### config.mk
export PLATFORM = sky130hd
export DESIGN_NAME = cfs_supervisor
export DESIGN_NICKNAME = d
export VERILOG_FILES = /design/src/rtl/cfs_supervisor.v /design/src/rtl/cfs_averager.v /design/src/rtl/cfs_timer.v
export VERILOG_INCLUDE_DIRS = /design/src /design/src/rtl
export SDC_FILE = /design/constraint.sdc
export NUM_CORES = 1
export LEC_CHECK = 0
export BUFFER_PORTS_ARGS = -buffer_cell sky130_fd_sc_hd__buf_2
export CAP_MARGIN = 20
export CORE_UTILIZATION = 60
export DETAILED_ROUTE_END_ITERATION = 6
export PLACE_DENSITY = 0.87
export SLEW_MARGIN = 0
export SYNTH_ARGS = -nofsm -noshare
export SYNTH_HDL_FRONTEND = slang
export SYNTH_SLANG_ARGS = --single-unit
### constraint.sdc
create_clock -name mclk -period 8.8 [get_ports mclk]
set_input_delay 0.88 -clock mclk [delete_from_list [all_inputs] [get_ports mclk]]
set_output_delay 0.88 -clock mclk [all_outputs]
set_load 0.02 [all_outputs]
### src/rtl/cfs_consts.vh
// Constants for the converter fault supervisor
// Operation
// - Bandgap temp above shutdown level halts conversion
// - Restart only after temperature falls by hysteresis
// - Bandgap shutdown raises alert unless masked
// - Overtemp response selectable, defaults to ignore
// - Bandgap overtemp never ignored, restarts when cooled
// - Output voltage digitized, averaged, held as telemetry
// - Overvoltage stops switching, turns low-side on
// - Overvoltage flags, alerts, then hiccups or latches
// - Overvoltage active once 6V rail passes lockout
// - Overvoltage ignore keeps switching uninterrupted
// - Undervoltage after soft-start stops, then latch/hiccup
// - Undervoltage flags and alerts; ignore continues
// - Fixed overvoltage level 2.2V or 1.4V by pin
// - Startup time limit defers undervoltage detection
// - Power-good released inside warning window after start
// - Power-good low on any fault except an overtemp whose response is ignore
// - Prebias above 5% trips warning and power-good
// - Overtemp latch, restart-after-cooling, or ignore behaviour
// - Overtemp warning alerts, pulls power-good low unless ignore
// - Restart waits seven soft-start ramp times
`ifndef CFS_CONSTS_VH
`define CFS_CONSTS_VH
// ****************************************
// Response encodings
// ****************************************
`define CFS_RESP_LATCH 2'h0
`define CFS_RESP_RESTART 2'h1
`define CFS_RESP_IGNORE 2'h2
`define CFS_OT_RESP_RESET 2'h2
// ****************************************
// Thresholds in degrees C and millivolts on feedback, prebias percent, restart ramp count
// ****************************************
`define CFS_TEMP_SHUTDOWN 12'h091
`define CFS_TEMP_HYST 12'h014
`define CFS_FIXED_OV_HI_MV 12'h898
`define CFS_FIXED_OV_LO_MV 12'h578
`define CFS_PREBIAS_PCT 12'h005
`define CFS_RESTART_RAMPS 8'h07
// ****************************************
// Timing
// ****************************************
`define CFS_CLK_KHZ 25000
`define CFS_MS_CYCLES 25000
`define CFS_AVG_SHIFT 3
`endif

### src/rtl/cfs_supervisor.v
// Top of the converter fault supervisor
`timescale 1ns/1ps
`include "cfs_consts.vh"
module cfs_supervisor #(
	parameter VW = 12,
	parameter MS_CYCLES = `CFS_MS_CYCLES
) (
	input wire mclk,
	input wire srst,
	input wire output_enable,
	input wire internal_6v_rail_ok,
	input wire analog_supply_input_ok,
	input wire fixed_ov_level_select,
	input wire [11:0] die_temp,
	input wire [11:0] ot_fault_limit,
	input wire [11:0] ot_warn_limit,
	input wire adc_valid,
	input wire [VW-1:0] feedback_node,
	input wire [VW-1:0] vref_mv,
	input wire [VW-1:0] ov_fault_mv,
	input wire [VW-1:0] ov_warn_mv,
	input wire [VW-1:0] uv_warn_mv,
	input wire [VW-1:0] uv_fault_mv,
	input wire [1:0] ot_resp,
	input wire ot_resp_wr,
	input wire [1:0] ov_resp,
	input wire [1:0] uv_resp,
	input wire [1:0] ton_max_resp,
	input wire [15:0] ton_max_ms,
	input wire [15:0] ton_rise_ms,
	input wire soft_start_done,
	input wire [5:0] alert_mask,
	input wire [5:0] status_clear,
	output reg switching_en_q,
	output reg high_side_off_q,
	output reg low_side_on_q,
	output reg restart_req_q,
	output reg [VW-1:0] vout_telemetry_q,
	output reg bandgap_overtemp_flag_q,
	output reg [5:0] status_q,
	output reg alert_n_o_q,
	output reg alert_n_oe_q,
	output reg power_good_output_oe_q,
	output reg power_good_output_o_q
);
	// ****************************************
	// Status bit positions
	// ****************************************
	localparam S_BGOT = 0;
	localparam S_OT = 1;
	localparam S_OTW = 2;
	localparam S_OV = 3;
	localparam S_UV = 4;
	localparam S_TONMAX = 5;
	// ****************************************
	// Converter supervision states
	// ****************************************
	localparam ST_OFF = 3'h0;
	localparam ST_START = 3'h1;
	localparam ST_RUN = 3'h2;
	localparam ST_HICCUP = 3'h3;
	localparam ST_LATCH = 3'h4;
	localparam ST_COOL = 3'h5;

	// Register holding the programmable overtemp response
	reg [1:0] ot_resp_q;
	reg [2:0] state_q;
	reg [2:0] state_d;
	reg bg_hot_q; // Bandgap shutdown active
	reg ot_hot_q; // Programmable overtemp active
	reg en_q; // Previous output enable
	reg [5:0] event_d; // Fault events this cycle
	reg hiccup_load;
	reg start_load;
	reg [31:0] hiccup_cycles;
	reg [31:0] start_cycles;
	wire [VW-1:0] vavg;
	wire hiccup_done;
	wire start_done;
	wire [11:0] fixed_ov_mv;
	wire [VW-1:0] prebias_mv;
	wire ov_cond;
	wire uv_cond;
	wire ovw_cond;
	wire uvw_cond;
	wire otw_cond;
	wire enable_rise;

	// ****************************************
	// Helper: choose the hiccup/latch reaction
	// ****************************************
	function [2:0] react;
		input [1:0] resp;
		begin
			if (resp == `CFS_RESP_LATCH)
				react = ST_LATCH;
			else
				react = ST_HICCUP;
		end
	endfunction

	// ****************************************
	// Telemetry and delay helpers
	// ****************************************
	cfs_averager #(.W(VW), .SH(`CFS_AVG_SHIFT)) u_avg (
		.mclk(mclk),
		.srst(srst),
		.sample_valid(adc_valid),
		.sample(feedback_node),
		.avg_q(vavg)
	);
	cfs_timer #(.W(32)) u_hiccup (
		.mclk(mclk),
		.srst(srst),
		.load(hiccup_load),
		.load_val(hiccup_cycles),
		.done_q(hiccup_done)
	);
	cfs_timer #(.W(32)) u_start (
		.mclk(mclk),
		.srst(srst),
		.load(start_load),
		.load_val(start_cycles),
		.done_q(start_done)
	);

	// ****************************************
	// Comparators
	// ****************************************
	// Fixed level by select pin
	assign fixed_ov_mv = fixed_ov_level_select ? `CFS_FIXED_OV_HI_MV : `CFS_FIXED_OV_LO_MV;
	// Regulation plus five percent
	assign prebias_mv = vref_mv + vref_mv / 7'd100 * `CFS_PREBIAS_PCT;
	// OV armed only with supply and 6V rail up
	assign ov_cond = analog_supply_input_ok && internal_6v_rail_ok &&
		((feedback_node > ov_fault_mv) || (feedback_node > fixed_ov_mv));
	assign uv_cond = feedback_node < uv_fault_mv;
	assign ovw_cond = (feedback_node > ov_warn_mv) || (feedback_node > prebias_mv);
	assign uvw_cond = feedback_node < uv_warn_mv;
	assign otw_cond = die_temp > ot_warn_limit;
	assign enable_rise = output_enable && !en_q;

	// ****************************************
	// Delay lengths in clock cycles
	// ****************************************
	always @* begin
		hiccup_cycles = ton_rise_ms * MS_CYCLES * `CFS_RESTART_RAMPS;
		start_cycles = ton_max_ms * MS_CYCLES;
	end

	// ****************************************
	// Temperature trackers with hysteresis
	// ****************************************
	always @(posedge mclk) begin
		if (srst) begin
			bg_hot_q <= 1'b0;
			ot_hot_q <= 1'b0;
			ot_resp_q <= `CFS_OT_RESP_RESET; // Ignore at power-up
			en_q <= 1'b0;
		end else begin
			en_q <= output_enable;
			if (ot_resp_wr)
				ot_resp_q <= ot_resp;
			if (die_temp > `CFS_TEMP_SHUTDOWN)
				bg_hot_q <= 1'b1;
			else if (die_temp <= `CFS_TEMP_SHUTDOWN - `CFS_TEMP_HYST)
				bg_hot_q <= 1'b0;
			if (die_temp > ot_fault_limit)
				ot_hot_q <= 1'b1;
			else if (die_temp <= ot_fault_limit - `CFS_TEMP_HYST)
				ot_hot_q <= 1'b0;
		end
	end

	// ****************************************
	// Fault state machine
	// ****************************************
	always @* begin
		state_d = state_q;
		event_d = 6'h00;
		hiccup_load = 1'b0;
		start_load = 1'b0;
		if (bg_hot_q && state_q != ST_COOL) begin
			// Never ignored, always shut down
			event_d[S_BGOT] = 1'b1;
			state_d = ST_COOL;
		end else begin
			case (state_q)
				ST_OFF: begin
					if (output_enable) begin
						state_d = ST_START;
						start_load = 1'b1;
					end
				end
				ST_START, ST_RUN: begin
					if (!output_enable) begin
						state_d = ST_OFF;
					end else if (ov_cond && ov_resp != `CFS_RESP_IGNORE) begin
						event_d[S_OV] = 1'b1;
						state_d = react(ov_resp);
						hiccup_load = 1'b1;
					end else if (ot_hot_q && ot_resp_q != `CFS_RESP_IGNORE) begin
						event_d[S_OT] = 1'b1;
						state_d = (ot_resp_q == `CFS_RESP_LATCH) ? ST_LATCH : ST_COOL;
					end else if (state_q == ST_START) begin
						// UV deferred until limit
						if (soft_start_done && !uv_cond)
							state_d = ST_RUN;
						else if (start_done && ton_max_resp != `CFS_RESP_IGNORE) begin
							event_d[S_TONMAX] = 1'b1;
							state_d = react(ton_max_resp);
							hiccup_load = 1'b1;
						end
					end else if (uv_cond && uv_resp != `CFS_RESP_IGNORE) begin
						event_d[S_UV] = 1'b1;
						state_d = react(uv_resp);
						hiccup_load = 1'b1;
					end
				end
				ST_HICCUP: begin
					if (!output_enable)
						state_d = ST_OFF;
					else if (hiccup_done) begin
						state_d = ST_START;
						start_load = 1'b1;
					end
				end
				ST_LATCH: begin
					if (enable_rise) begin
						state_d = ST_START;
						start_load = 1'b1;
					end
				end
				ST_COOL: begin
					if (!bg_hot_q && !ot_hot_q) begin
						state_d = output_enable ? ST_START : ST_OFF;
						start_load = output_enable;
					end
				end
				default: state_d = ST_OFF;
			endcase
		end
		// Events seen regardless of response
		event_d[S_OTW] = otw_cond;
		if (ov_cond)
			event_d[S_OV] = 1'b1;
		if (uv_cond && state_q == ST_RUN)
			event_d[S_UV] = 1'b1;
		if (ot_hot_q)
			event_d[S_OT] = 1'b1;
	end

	// ****************************************
	// State, status, alert and outputs
	// ****************************************
	always @(posedge mclk) begin
		if (srst) begin
			state_q <= ST_OFF;
			status_q <= 6'h00;
			bandgap_overtemp_flag_q <= 1'b0;
			switching_en_q <= 1'b0;
			high_side_off_q <= 1'b1;
			low_side_on_q <= 1'b0;
			restart_req_q <= 1'b0;
			vout_telemetry_q <= {VW{1'b0}};
			alert_n_o_q <= 1'b0;
			alert_n_oe_q <= 1'b0;
			power_good_output_o_q <= 1'b0;
			power_good_output_oe_q <= 1'b1;
		end else begin
			state_q <= state_d;
			// Set wins over clear
			status_q <= (status_q & ~status_clear) | event_d;
			bandgap_overtemp_flag_q <= (bandgap_overtemp_flag_q & ~status_clear[S_BGOT]) |
				event_d[S_BGOT];
			vout_telemetry_q <= vavg;
			// Switching only when starting or running
			switching_en_q <= (state_d == ST_START) || (state_d == ST_RUN);
			high_side_off_q <= !((state_d == ST_START) || (state_d == ST_RUN));
			// Low-side discharge during overvoltage
			low_side_on_q <= ov_cond && ov_resp != `CFS_RESP_IGNORE &&
				state_d != ST_RUN && state_d != ST_START;
			restart_req_q <= (state_d == ST_START) && (state_q != ST_START);
			// Open-drain alert pulled when unmasked flag held
			// Follows the next flag value, so a clear releases it on the same edge
			alert_n_oe_q <= |(((status_q & ~status_clear) | event_d) & ~alert_mask);
			// Power-good released inside window after startup
			power_good_output_oe_q <= !((state_d == ST_RUN) && !ovw_cond && !uvw_cond &&
				!ov_cond && !bg_hot_q && !(ot_hot_q && ot_resp_q != `CFS_RESP_IGNORE) &&
				!(otw_cond && ot_resp_q != `CFS_RESP_IGNORE));
		end
	end
endmodule

### src/rtl/cfs_averager.v
// Running-average filter for output voltage telemetry
`timescale 1ns/1ps
`include "cfs_consts.vh"
module cfs_averager #(
	parameter W = 12,
	parameter SH = `CFS_AVG_SHIFT
) (
	input wire mclk,
	input wire srst,
	input wire sample_valid,
	input wire [W-1:0] sample,
	output reg [W-1:0] avg_q
);
	// Accumulator holding 2^SH times the average
	reg [W+SH-1:0] acc_q;
	wire [W+SH-1:0] acc_d;
	// ****************************************
	// Exponential average: acc += x - acc/2^SH
	// ****************************************
	assign acc_d = acc_q + {{SH{1'b0}}, sample} - {{SH{1'b0}}, acc_q[W+SH-1:SH]};
	always @(posedge mclk) begin
		if (srst) begin
			acc_q <= {(W+SH){1'b0}};
			avg_q <= {W{1'b0}};
		end else if (sample_valid) begin // Each new sample
			acc_q <= acc_d;
			avg_q <= acc_d[W+SH-1:SH];
		end
	end
endmodule

### src/rtl/cfs_timer.v
// Down-counter for startup limit and hiccup delays
`timescale 1ns/1ps
module cfs_timer #(
	parameter W = 32
) (
	input wire mclk,
	input wire srst,
	input wire load,
	input wire [W-1:0] load_val,
	output reg done_q
);
	// Remaining cycles
	reg [W-1:0] cnt_q;
	// ****************************************
	// Load, then count to zero
	// ****************************************
	always @(posedge mclk) begin
		if (srst) begin
			cnt_q <= {W{1'b0}};
			done_q <= 1'b0;
		end else if (load) begin
			cnt_q <= load_val;
			done_q <= 1'b0;
		end else if (cnt_q != {W{1'b0}}) begin
			cnt_q <= cnt_q - {{(W-1){1'b0}}, 1'b1};
			done_q <= (cnt_q == {{(W-1){1'b0}}, 1'b1});
		end else begin
			done_q <= 1'b0;
		end
	end
endmodule

==> metrics.md <==
| Metric | Value |
|---|---|
| Sink Count | `~110` |
| First-pass GRT wire length | `~76 mm` |
| Status | `complete, no violations` |
| Achievable Freq | `130.3 MHz` |
| EDFF count, synth | `0` |
| Vias per inst | `roughly 5.8` |
| Fin crit share | `between 80% and 90%` |
| Kind of critical path | `in -> reg` |
| 1st-pass router iterations | `7` |
| Resize count post-CTS | `0` |
| WL met1 | `19.34 mm` |
| Top cells by count, synth | `409 x inv_1, 363 x ha_1, 193 x nor2_1, 131 x fa_1, 123 x a21oi_1` |
| Share of cells above drive strength 1 | `approximately 11%` |
| Die span in y | `between 150 and 200 um` |
| Setup Fix Bufs, Post-CTS | `0` |
| Synth top area cells | `ha_1 24%, fa_1 14%, dfxtp_1 12%, inv_1 8.3%, xnor2_1 4.2%` |
| Top FF cell, synth | `dfxtp_1` |
| Clock insertion delay at the later pin of the skew report | `about 0.42 ns` |
| Hold-fix buffers, CTS | `0` |
| Synth Area per Inst | `~8 sq um` |
| DR WL met2 | `approximately 22 mm` |
| Clk root buf | `clkbuf_16` |
| Relative slew slack | `between 40% and 50%` |
| Post-Syn Instances | `about 2300` |
| Top Ports | `around 200` |
| Cell taking the most area after synthesis | `ha_1` |
| DR vias | `about 16000` |
| Final Hold Viols | `0` |
| Max-slew violation count | `0` |
| Top layer in use | `met4` |
| Max Fanout on Critical Path | `5` |
| Slew at the pin closest to its max-slew limit | `approximately 0.90 ns` |
| Vias in the first global route | `about 17000` |
| Initial Util | `about three fifths` |
| Skew final | `roughly 0.014 ns` |
| Nets | `about 3100` |
| Register area share after synthesis | `about an eighth` |
| DRT iter0 DRCs | `1324` |
| Row cnt | `64` |
| Total wire length | `between 40 and 50 mm` |
| Cell with the most instances after synthesis | `inv_1` |
| Port Buf Inserts | `roughly 190` |
| Unrepaired setup endpoints after global routing | `false` |
| CP Launch Type | `primary input` |
| Tmin final | `roughly 7.7 ns` |
| Yosys top cell area share | `24.41%` |
| Initial antenna violation count | `5` |
| Critical Path Sink Type | `flop` |
| Max clock buf depth | `2` |
| GRT Overall Usage | `between 20% and 30%` |
| Grt ovf | `0` |
| #FFs+latches synth | `approximately 110` |
| Endpoints failing setup | `0` |
| Sum of negative setup slack | `0 ns` |
| Die footprint | `between 0.03 and 0.04 sq mm` |
| Core area | `between 0.03 and 0.04 sq mm` |
| Asr flop ratio synth | `0%` |
| DP Wirelength | `about 37 mm` |
| Mapped cell area | `approximately 0.019 sq mm` |
| H-tree levels | `4` |
| Area Overhead vs Synth | `10.10%` |
| CTS tree | `yes` |
| RePlAce Congestion | `approximately 0.97` |
| DR WL met3 | `2.595 mm` |
| Synth Warn # | `0` |
| Clock transition at path regs | `roughly 0.06 ns` |
| Chip Width | `about 180 um` |
| DRC viols | `0` |
| Hold crit path type | `reg -> reg` |
| Routed length per placed instance | `between 15 and 20 um` |
| Worst path required time | `9.14 ns` |
| Max Cap Viol | `0` |
| Count of cell types in the netlist | `99` |
| CP Data Arrival Time | `8.01 ns` |
| CTS Buf Count | `17` |
| Largest net degree at the start of global routing | `65` |
| ANT nets after route | `0` |
worst max-delay path: stages:
cell and delay [ns]:
buf_2 0.14, ha_1 0.32, ha_1 0.32, inv_1 0.08, fa_1 0.50, fa_1 0.54, inv_1 0.05, fa_1 0.47
ha_1 0.36, a21oi_1 0.24, inv_1 0.07, a221oi_1 0.52, a21oi_1 0.19, a21o_1 0.21, a21o_1 0.19, xor2_1 0.31
inv_1 0.12, fa_1 0.55, inv_1 0.04, ha_1 0.23, or3_1 0.45, nor3_1 0.18, o21ai_0 0.15, nand2_1 0.10
o21ai_0 0.13, o41ai_1 0.40, nand4b_1 0.16, o211ai_1 0.13
per-stage QoR:
stage	instance area, sq um	hold WS, ns	utilization [%]	worst slack [ns]	instances
final	20480	0.5062	67.13	1.123	2844
after global routing	20480	0.5350	67.12	0.5150	2843
after CTS	20470	0.5027	67.08	1.166	2838
after detailed placement	19880	0.4883	65.17	0.8311	2806
after global placement	19880	0.4665	65.17	1.075	2806
after floorplan	18610	0.4563	-	1.576	2260
kinds of logic after synthesis:
family | after synthesis | share of synthesized area, %
simple gates | 588 | 15.98
fa+ha+maj | 495 | 38.57
buf+inv | 457 | 9.443
compound gates | 442 | 15.94
xor+xnor | 143 | 6.733
flops | 114 | 12.27
mux | 19 | 1.049
other cells | 1 | 0.02016
sequential cells by signal, indices dropped and copies added, names as in the netlist:
name	cells
alert_n_oe_q	1
bandgap_overtemp_flag_q	1
bg_hot_q	1
en_q	1
high_side_off_q	1
low_side_on_q	1
ot_hot_q	1
ot_resp_q	2
power_good_output_oe_q	1
restart_req_q	1
state_q	3
status_q	6
switching_en_q	1
u_avg.acc_q	15
u_hiccup.cnt_q	32
u_hiccup.done_q	1
u_start.cnt_q	32
u_start.done_q	1
vout_telemetry_q	12
per-layer routing:
metal	GRT usage, %	vias to the layer above
met5	0	-
met4	9.152	0
met3	3.964	98
met2	52.46	521
met1	36.15	7732
li1	-	8055
path summary, 6_finish.rpt:
kind / cells after the start / slack [ns] / to / startpoint
setup / recovery: 28 / 1.12 / u_hiccup.cnt_q[30]$_SDFFE_PP0P_ / ton_rise_ms[2]
hold / removal: 2 / 0.51 / u_avg.acc_q[0]$_SDFFE_PP0P_ / u_avg.acc_q[0]$_SDFFE_PP0P_
setup reg to reg: 15 / 4.95 / u_avg.acc_q[13]$_SDFFE_PP0P_ / u_avg.acc_q[1]$_SDFFE_PP0P_
hold reg to reg: 2 / 0.51 / u_avg.acc_q[0]$_SDFFE_PP0P_ / u_avg.acc_q[0]$_SDFFE_PP0P_
area by class of cell:
class                           instances  area, sq um
Antenna cell                            6        15.01
Clock buffer                           17        425.4
Clock inverter                         15        157.7
Fill cell                            2422        10030
Inverter                              410         1539
Multi-Input combinational cell       1689        14570
Sequential cell                       114         2282
Tap cell                              396        495.5
Timing Repair Buffer                  197        998.5
layout by cell type (no fill, tap or decap), types with 10 or more instances in the layout:
| master | n |
|---|---|
| inv_1 | 409 |
| ha_1 | 363 |
| nor2_1 | 193 |
| buf_2 | 192 |
| fa_1 | 131 |
| a21oi_1 | 123 |
| dfxtp_1 | 114 |
| nand2_1 | 91 |
| xnor2_1 | 90 |
| nor3_1 | 72 |
| o21ai_0 | 69 |
| a21o_1 | 56 |
| xor2_1 | 53 |
| nand3_1 | 37 |
| a211oi_1 | 33 |
| nor2b_1 | 28 |
| nand2b_1 | 26 |
| o21a_1 | 25 |
| nand4_1 | 24 |
| or3_1 | 20 |
| clkbuf_16 | 17 |
| nor4_1 | 16 |
| o31ai_1 | 15 |
| mux2i_1 | 15 |
| o211ai_1 | 14 |
| a31oi_1 | 10 |
| and3_1 | 10 |
| or4_1 | 10 |
Power is left out: the tool's default activity adds up to more than one toggle a clock period on the data nets, which glitch-free logic cannot reach.
